### src/rtl/phy_event_pkg.sv
// Package of register offsets, field positions and reset values for the event block
//
// Summary of operation
// - Status bit latches event until register read, jabber until reset
// - Interrupt needs enable plus both global bits
// - Status latches even with enable cleared
// - Register one pending bits 13 to 8
// - Register one enables bits 5:0, reset 0
// - Register two pending 14:8, jabber not cleared
// - Register two enables bits 6:0, reset 0
// - Reserved bits ignore writes, read zero
// - False-carrier count 8 bits, saturates FFh
// - False-carrier above 7Fh raises half-full event
// - Reading a counter returns it then clears
// - Receive errors counted with carrier and valid
// - No receive-error counting in MII loopback
// - Receive-error counter saturates at FFFFh
// - Receive-error above 7FFFh raises half-full event
// - Register one pending link 13, speed 12
// - Polarity bit, reset 1, idle-high output
// - Test bit forces interrupt asserted
// - Output-enable bit selects interrupt or power-down
`default_nettype none

package phy_event_pkg;
    // ======================================================================
    // Register indices (byte address is four times the index)
    localparam logic [7:0] IDX_SPECIAL_CONTROL = 8'h11;
    localparam logic [7:0] IDX_STATUS_ONE      = 8'h12;
    localparam logic [7:0] IDX_STATUS_TWO      = 8'h13;
    localparam logic [7:0] IDX_FALSE_CARRIER   = 8'h14;
    localparam logic [7:0] IDX_RX_ERROR        = 8'h15;
    localparam int         ADDR_WIDTH          = 10;

    // ======================================================================
    // Field positions
    localparam int ONE_PEND_LSB  = 8;   // pending 13:8
    localparam int TWO_PEND_LSB  = 8;   // pending 14:8
    localparam int ONE_EVENTS    = 6;
    localparam int TWO_EVENTS    = 7;
    localparam int CTL_OE_BIT    = 0;
    localparam int CTL_IEN_BIT   = 1;
    localparam int CTL_TEST_BIT  = 2;
    localparam int CTL_POL_BIT   = 3;
    localparam int CTL_WIDTH     = 4;

    // ======================================================================
    // Reset values and thresholds
    localparam logic [3:0]  CTL_RESET     = 4'h8;      // polarity high
    localparam logic [15:0] FC_HALF       = 16'h007f;
    localparam logic [15:0] RE_HALF       = 16'h7fff;
    localparam logic [15:0] UNMAPPED_DATA = 16'h0000;
endpackage : phy_event_pkg

`default_nettype wire

### src/rtl/sat_counter.sv
// Saturating event counter with clear and half-full flag
`default_nettype none

module sat_counter #(
    parameter int WIDTH = 16
) (
    // Clock and reset
    input  wire logic             clk_sys,
    input  wire logic             reset,
    // Control
    input  wire logic             count_en,
    input  wire logic             clear,
    input  wire logic [WIDTH-1:0] half_level,
    // Status
    output logic      [WIDTH-1:0] value,
    output logic                  over_half
);
    wire logic             at_max;
    wire logic [WIDTH-1:0] next_value;

    // Stop at all ones rather than wrap
    assign at_max     = &value;
    assign next_value = clear ? '0
                      : (count_en && !at_max) ? value + WIDTH'(1) : value;
    assign over_half  = value > half_level;

    // Clear wins: a count in the read cycle is lost, keeping read+clear atomic
    always_ff @(posedge clk_sys) begin
        if (reset) begin
            value <= '0;
        end else begin
            value <= next_value;
        end
    end
endmodule : sat_counter

`default_nettype wire

### src/rtl/phy_event_status.sv
// Event status, interrupt enables, special control bits and error counters
//
// Register access over Avalon-MM was chosen for this implementation.
`default_nettype none

module phy_event_status
    import phy_event_pkg::*;
#(
    parameter int FC_WIDTH = 8,
    parameter int RE_WIDTH = 16
) (
    // Clock and reset
    input  wire logic                                clk_sys,
    input  wire logic                                reset,
    // Avalon-MM slave
    input  wire logic [phy_event_pkg::ADDR_WIDTH-1:0] address,
    input  wire logic                                read,
    input  wire logic                                write,
    input  wire logic [31:0]                         writedata,
    input  wire logic [3:0]                          byteenable,
    output logic      [31:0]                         readdata,
    output logic                                     waitrequest,
    // Register one events, one-cycle pulses
    input  wire logic                                link_change,
    input  wire logic                                speed_change,
    input  wire logic                                duplex_change,
    input  wire logic                                autoneg_done,
    // Register two events, one-cycle pulses
    input  wire logic                                autoneg_error,
    input  wire logic                                page_received,
    input  wire logic                                loop_fifo_error,
    input  wire logic                                crossover_change,
    input  wire logic                                sleep_event,
    input  wire logic                                polarity_change,
    input  wire logic                                jabber_detect,
    // Receive path
    input  wire logic                                false_carrier,
    input  wire logic                                carrier_valid,
    input  wire logic                                rx_data_valid,
    input  wire logic                                invalid_symbol,
    input  wire logic                                mii_loopback,
    // Shared interrupt / power-down pin
    input  wire logic                                irq_powerdown_pin_in,
    output logic                                     irq_powerdown_pin_out,
    output logic                                     irq_powerdown_pin_oe,
    output logic                                     powerdown_request
);
    // ======================================================================
    // Bus decode
    // Index is the word address; the low two byte bits are ignored
    wire logic [7:0]  reg_index;
    wire logic        hit_ctl;
    wire logic        hit_one;
    wire logic        hit_two;
    wire logic        hit_fc;
    wire logic        hit_re;
    wire logic        low_lane;
    wire logic        high_lane;
    logic             read_done;

    assign reg_index = address[phy_event_pkg::ADDR_WIDTH-1:2];
    assign hit_ctl   = reg_index == IDX_SPECIAL_CONTROL;
    assign hit_one   = reg_index == IDX_STATUS_ONE;
    assign hit_two   = reg_index == IDX_STATUS_TWO;
    assign hit_fc    = reg_index == IDX_FALSE_CARRIER;
    assign hit_re    = reg_index == IDX_RX_ERROR;
    assign low_lane  = byteenable[0];
    assign high_lane = byteenable[1];

    // Reads take two cycles so read data come from flops; writes take one
    assign waitrequest = read && !read_done;

    // Capture strobe: the clear-on-read lands on the edge that captures
    // the data, so a flag event seen in the wait cycle stays pending; a counter increment there is lost
    wire logic read_take;
    assign read_take = read && !read_done;

    // ======================================================================
    // Control bits (irq enable, output enable, test, polarity)
    logic [CTL_WIDTH-1:0] ctl;
    wire  logic           ctl_wr;
    assign ctl_wr = write && hit_ctl && low_lane;

    always_ff @(posedge clk_sys) begin
        if (reset) begin
            ctl <= CTL_RESET;
        end else if (ctl_wr) begin
            ctl <= writedata[CTL_WIDTH-1:0];
        end
    end

    // ======================================================================
    // Enable registers, low byte lane only; reserved bits never stored
    logic [ONE_EVENTS-1:0] en_one;
    logic [TWO_EVENTS-1:0] en_two;

    always_ff @(posedge clk_sys) begin
        if (reset) begin
            en_one <= '0;
            en_two <= '0;
        end else begin
            if (write && hit_one && low_lane) begin
                en_one <= writedata[ONE_EVENTS-1:0];
            end
            if (write && hit_two && low_lane) begin
                en_two <= writedata[TWO_EVENTS-1:0];
            end
        end
    end

    // ======================================================================
    // Error counters
    logic [FC_WIDTH-1:0] fc_value;
    logic [RE_WIDTH-1:0] re_value;
    wire  logic          fc_over;
    wire  logic          re_over;
    wire  logic          re_count;

    // Loopback traffic is not line traffic, so its receive errors are never counted
    assign re_count = carrier_valid && rx_data_valid && invalid_symbol
                    && !mii_loopback;

    sat_counter #(
        .WIDTH      (FC_WIDTH)
    ) u_false_carrier (
        .clk_sys    (clk_sys),
        .reset      (reset),
        .count_en   (false_carrier),
        .clear      (read_take && hit_fc),
        .half_level (FC_HALF[FC_WIDTH-1:0]),
        .value      (fc_value),
        .over_half  (fc_over)
    );

    sat_counter #(
        .WIDTH      (RE_WIDTH)
    ) u_rx_error (
        .clk_sys    (clk_sys),
        .reset      (reset),
        .count_en   (re_count),
        .clear      (read_take && hit_re),
        .half_level (RE_HALF[RE_WIDTH-1:0]),
        .value      (re_value),
        .over_half  (re_over)
    );

    // Half-full is an event on the rising crossing, not a level
    logic fc_over_d;
    logic re_over_d;
    wire  logic fc_half_event;
    wire  logic re_half_event;
    assign fc_half_event = fc_over && !fc_over_d;
    assign re_half_event = re_over && !re_over_d;

    always_ff @(posedge clk_sys) begin
        if (reset) begin
            fc_over_d <= 1'b0;
            re_over_d <= 1'b0;
        end else begin
            fc_over_d <= fc_over;
            re_over_d <= re_over;
        end
    end

    // ======================================================================
    // Pending flags: link, speed, duplex, autoneg, fc half, re half
    wire  logic [ONE_EVENTS-1:0] ev_one;
    wire  logic [TWO_EVENTS-1:0] ev_two;
    logic [ONE_EVENTS-1:0]       pend_one;
    logic [TWO_EVENTS-1:0]       pend_two;
    wire  logic [TWO_EVENTS-1:0] two_clear_mask;
    wire  logic [ONE_EVENTS-1:0] next_pend_one;
    wire  logic [TWO_EVENTS-1:0] next_pend_two;

    assign ev_one = {link_change, speed_change, duplex_change,
                     autoneg_done, fc_half_event, re_half_event};
    assign ev_two = {autoneg_error, page_received, loop_fifo_error,
                     crossover_change, sleep_event, polarity_change,
                     jabber_detect};
    // Jabber (bit 0) is not cleared by a read
    assign two_clear_mask = {{(TWO_EVENTS-1){1'b1}}, 1'b0};

    // Event sets win over the read clear so nothing is lost; flags latch
    // regardless of the enables so software can poll
    assign next_pend_one = (read_take && hit_one)
                         ? ev_one : (pend_one | ev_one);
    assign next_pend_two = (read_take && hit_two)
                         ? ((pend_two & ~two_clear_mask) | ev_two)
                         : (pend_two | ev_two);

    always_ff @(posedge clk_sys) begin
        if (reset) begin
            pend_one <= '0;
            pend_two <= '0;
        end else begin
            pend_one <= next_pend_one;
            pend_two <= next_pend_two;
        end
    end

    // ======================================================================
    // Read data mux, reserved bits forced to zero
    logic [15:0]      rd_word;
    always_comb begin
        rd_word = UNMAPPED_DATA;
        if (hit_ctl) begin
            rd_word[CTL_WIDTH-1:0] = ctl;
        end else if (hit_one) begin
            rd_word[ONE_PEND_LSB +: ONE_EVENTS] = pend_one;
            rd_word[ONE_EVENTS-1:0] = en_one;
        end else if (hit_two) begin
            rd_word[TWO_PEND_LSB +: TWO_EVENTS] = pend_two;
            rd_word[TWO_EVENTS-1:0] = en_two;
        end else if (hit_fc) begin
            rd_word[FC_WIDTH-1:0] = fc_value;
        end else if (hit_re) begin
            rd_word[RE_WIDTH-1:0] = re_value;
        end
    end

    // Data captured in the wait cycle and shown with waitrequest low
    always_ff @(posedge clk_sys) begin
        if (reset) begin
            read_done <= 1'b0;
            readdata  <= 32'h0000_0000;
        end else begin
            read_done <= read_take;
            if (read_take) begin
                readdata <= {16'h0000, rd_word};
            end
        end
    end

    // ======================================================================
    // Interrupt: level while any enabled flag stays pending
    wire logic any_enabled;
    wire logic irq_active;
    assign any_enabled = |(pend_one & en_one) | |(pend_two & en_two);
    assign irq_active  = (any_enabled && ctl[CTL_IEN_BIT]
                          && ctl[CTL_OE_BIT])
                       || ctl[CTL_TEST_BIT];

    // Output flops keep the pin free of decode glitches
    always_ff @(posedge clk_sys) begin
        if (reset) begin
            irq_powerdown_pin_out <= 1'b1;
            irq_powerdown_pin_oe  <= 1'b0;
            powerdown_request     <= 1'b0;
        end else begin
            irq_powerdown_pin_out <= irq_active ^ ctl[CTL_POL_BIT];
            irq_powerdown_pin_oe  <= ctl[CTL_OE_BIT];
            // Pin is an active-low power-down input when not driven
            powerdown_request     <= !ctl[CTL_OE_BIT]
                                     && !irq_powerdown_pin_in;
        end
    end

    // High byte lane is never used; writes there would hit only pending, reserved or receive-error count bits
    wire logic unused_lanes;
    assign unused_lanes = high_lane ^ (^byteenable[3:2]) ^ (^writedata[31:8]);
endmodule : phy_event_status

`default_nettype wire

### config.mk
export PLATFORM = sky130hd
export DESIGN_NAME = phy_event_status
export DESIGN_NICKNAME = d
export VERILOG_FILES = /design/src/rtl/phy_event_pkg.sv /design/src/rtl/sat_counter.sv /design/src/rtl/phy_event_status.sv
export SDC_FILE = /design/constraint.sdc
export NUM_CORES = 1
export LEC_CHECK = 0
export BUFFER_PORTS_ARGS = -buffer_cell sky130_fd_sc_hd__clkbuf_2
export CAP_MARGIN = 15
export CORE_ASPECT_RATIO = 1.25
export CORE_UTILIZATION = 40
export DETAILED_ROUTE_END_ITERATION = 10
export GPL_ROUTABILITY_DRIVEN = 0
export PLACE_DENSITY = 0.64
export SLEW_MARGIN = 15
export SYNTH_ARGS = -nofsm -noshare
export SYNTH_HDL_FRONTEND = slang
export SYNTH_HIERARCHICAL = 1
export SYNTH_SLANG_ARGS = --single-unit
### constraint.sdc
create_clock -name clk_sys -period 2.2 [get_ports clk_sys]
set_input_delay 0.33 -clock clk_sys [delete_from_list [all_inputs] [get_ports clk_sys]]
set_output_delay 0.33 -clock clk_sys [all_outputs]
set_load 0.01 [all_outputs]
==> results.md <==
- Run status: finished clean
- WP data required: roughly 2.4 ns
- GRT busiest layer: met2
- CTS Buffer Depth: 2
- Post-Syn Area per Cell: approximately 8.6 sq um
- Ant. Diodes: 0
- Tmin final: about 1.9 ns
- Clk sinks: between 70 and 80
- Die ar.: between 10000 and 15000 sq um
- Final Cycle Share: between 80% and 90%
- Top FF cell, synth: dfxtp_1
- Grt met1 use: approximately a quarter
- Clk root buf: clkbuf_16
- Share of cells above drive strength 1: ~17%
- Worst-Skew Late Latency: 0.33 ns
- Total negative setup slack: 0 ns
- Final HPWL DP: between 8 and 9 mm
- # rows: 41
- Setup crit end kind: register
- DR pass1 iterations: 5
- Die width: between 90 and 100 microns
- F_max: 526.9 MHz
- VDD IR-drop max: between 300 and 400 uV
- Core ar.: a little over 10000 sq um
- Clock transition at path regs: roughly 0.060 ns
- Largest net degree at the start of global routing: 31
- Number of distinct library cells after synthesis: 64
- Met3 Usage GRT: 2.584%
- Initial antenna violation count: 0
- # H-tree levels: 3
- Initial Utilization: 41.79%
- Mapped Cells: 498
- Vias in the first global route: roughly 3700
- Setup Fix Bufs, Post-CTS: 0
- Hold-fix buffers, CTS: 0
- Final hold violation count: 0
- Hold Path Class: in -> reg
- CP max stage cell: dfxtp_1
- Wire per inst: 15.13 microns
- Post-CTS Resized: 0
- Final routed DRC violation total: 0
- Number of DRC markers in iteration 0: between 150 and 200
- Final net count: roughly 680
- Area delta synth->final: 18.56%
- Crit path max fanout: 5
- Max stage delay on crit path: about 0.38 ns
- Power density of the placed cells: between 600 and 700 nW/um^2
- Post-DP Area: ~4700 sq um
- Kind of critical path: reg -> reg
- Fin. max-slew vios: 0
- Final instance area: 5059 sq um
- Synth warnings: 6
- Die Ht: 117.5 microns
- GRT Util Overall: roughly a fifth
- CTS buffer count: 9
- First-pass GRT wire length: around 18 mm
- Max Cap Violations: 0
- Worst Path Buf+Inv: 0
- CP arrival: approximately 2.1 ns
- Port Buffers: between 50 and 60
- Via Count: just under 4000
- Most used cell, CP: a21oi_1
- Register area share after synthesis: a little over a third
- Worst slew pin tran: approximately 0.7 ns
- Post-synth design cell area: 4267 sq um
- Top Ports: approximately 100
- Setup crit start kind: register
- Leakage power: between 2 and 2.5 nW
- CTS tree: built
- Ys async rst share: 0%
- Skew final: ~0.0038 ns
- RSZ-0062 raised after global routing: false
- Yosys reg bits: between 70 and 80
- Cell family with most CP delay: compound AO/OA/AOI/OAI gates
- Worst path cell trace: ha_1 > nor2b_1 > o211ai_1 > a21oi_1 > o31ai_1 > a21oi_1 > nor2b_1 > a21oi_1 > nor2_1
- Relative slew slack: 52.63%
- Vias/cell: about 5.4
- Final wirelength: 10.83 mm
- Met2 Usage GRT: 34.92%
- Gr ovfl total: 0
- EDFF count, synth: 0
- DRT antenna net count: 0
- Final Setup Violations: 0
==> cell families after synthesis <==
| kind of cell | count (synthesis) | synth area share, % |
|---|---|---|
| adders and majority gates | 26 | 7.625 |
| xor gates and xnor gates | 13 | 2.669 |
| and+or+nand+nor | 177 | 22.90 |
| other | 2 | 0.1760 |
| muxes | 24 | 5.660 |
| buffers and inverters | 62 | 7.126 |
| DFF | 76 | 35.66 |
| AOI/OAI and AO/OA | 118 | 18.18 |
==> metal layers <==
layer	vias up	part of all wire (%)
li1	1920	-
met1	1816	42
met2	133	50
met3	25	4.7
met4	0	2.8
met5	-	0
==> final cells by class <==
class                   count  area [sq um]
repair buffers             69         377.9
well taps                 129         161.4
clock inverters             7         83.83
flip-flops and latches     76          1521
inverters                  28         105.1
fillers                  1015          5150
multi-input cells         398          2584
clock buffers               9         225.2
==> cells in the mapped netlist (3+ instances only) <==
| cell | n | share of area (%) |
|---|---|---|
| a211oi_1 | 4 | 0.70 |
| a21oi_1 | 37 | 4.3 |
| a22o_1 | 13 | 2.7 |
| a22oi_1 | 15 | 2.6 |
| and2_1 | 4 | 0.59 |
| and4_1 | 6 | 1.2 |
| buf_4 | 17 | 3.0 |
| clkbuf_1 | 14 | 1.2 |
| dfxtp_1 | 76 | 36 |
| ha_1 | 26 | 7.6 |
| inv_1 | 28 | 2.5 |
| mux2i_1 | 23 | 5.4 |
| nand2_1 | 20 | 1.8 |
| nand2b_1 | 5 | 0.73 |
| nand3_1 | 12 | 1.4 |
| nand4_1 | 10 | 1.5 |
| nand4_2 | 3 | 0.88 |
| nor2_1 | 68 | 6.0 |
| nor2b_1 | 12 | 1.8 |
| nor3_1 | 11 | 1.3 |
| nor4b_1 | 3 | 0.62 |
| o21ai_0 | 21 | 2.5 |
| o221ai_1 | 4 | 0.82 |
| o22ai_1 | 4 | 0.59 |
| xnor2_1 | 11 | 2.3 |
==> path summary, 6_finish.rpt <==
| check | start | to | slack (ns) | cells after the start |
|---|---|---|---|---|
| max | u_rx_error/value[1]$_SDFFE_PP0P_ | pend_one[0]$_SDFF_PP0_ | 0.30 | 9 |
| min | irq_powerdown_pin_in | powerdown_request$_SDFF_PP0_ | 0.15 | 2 |
| max reg2reg | u_rx_error/value[1]$_SDFFE_PP0P_ | pend_one[0]$_SDFF_PP0_ | 0.30 | 9 |
| min reg2reg | readdata[10]$_SDFFE_PP0P_ | readdata[10]$_SDFFE_PP0P_ | 0.49 | 1 |
==> metrics by stage <==
stage | instances | total power [mW] | setup WS [ns] | utilization, % | hold WS [ns]
after CTS | 716 | 3.196 | 0.2893 | 49.55 | 0.1460
after detailed placement | 700 | 1.702 | 0.03724 | 46.53 | 0.4722
final | 716 | 3.180 | 0.3020 | 49.55 | 0.1533
after global routing | 716 | 3.290 | 0.1766 | 49.55 | 0.1433
after global placement | 700 | 1.693 | 0.07612 | 46.53 | 0.4722
after floorplan | 536 | 1.624 | 0.02861 | - | 0.4068
==> worst register-to-register path, cell delays in order (launching register included) <==
cell,delay (ns)
dfxtp_1,0.38
ha_1,0.34
nor2b_1,0.13
o211ai_1,0.17
a21oi_1,0.11
o31ai_1,0.21
a21oi_1,0.14
nor2b_1,0.16
a21oi_1,0.11
nor2_1,0.05
==> state kept, by name (all words and copies together) (netlist names) <==
| signal | count |
|---|---|
| ctl | 4 |
| powerdown_request | 1 |
| en_two | 7 |
| re_over_d | 1 |
| en_one | 6 |
| pend_one | 6 |
| u_rx_error/value | 16 |
| read_done | 1 |
| readdata | 16 |
| pend_two | 7 |
| irq_powerdown_pin_out | 1 |
| fc_over_d | 1 |
| irq_powerdown_pin_oe | 1 |
| u_false_carrier/value | 8 |
==> cell usage in the layout, fill, tap and decap left out, types with 2 or more instances in the layout <==
cell	n
inv_1	28
mux2i_1	23
clkinv_4	3
nor2_1	68
dfxtp_1	76
xor2_1	2
nor2b_1	12
o211ai_1	2
or2_2	2
a21o_1	2
and4_1	6
conb_1	40
buf_4	13
a21oi_1	37
nand4_1	10
a211oi_1	4
and3_1	2
and2_1	4
o21ai_0	21
nand4_2	3
or3_1	2
o22ai_1	4
nand2_1	20
a32o_1	2
nor4_2	2
nor3_1	11
a21boi_0	2
nor4_1	2
clkbuf_2	56
nand2b_1	5
nor4b_1	3
a22o_1	13
nand3_1	12
o221ai_1	4
xnor2_1	11
a22oi_1	15
ha_1	26
clkbuf_16	9
==> report_power, final <==
part	internal (mW)	switching (mW)
sequential	1.40	0.0234
combinational	0.0992	0.154
clock	0.895	0.609
total	2.39	0.787
(Power assumes the default switching activity.)
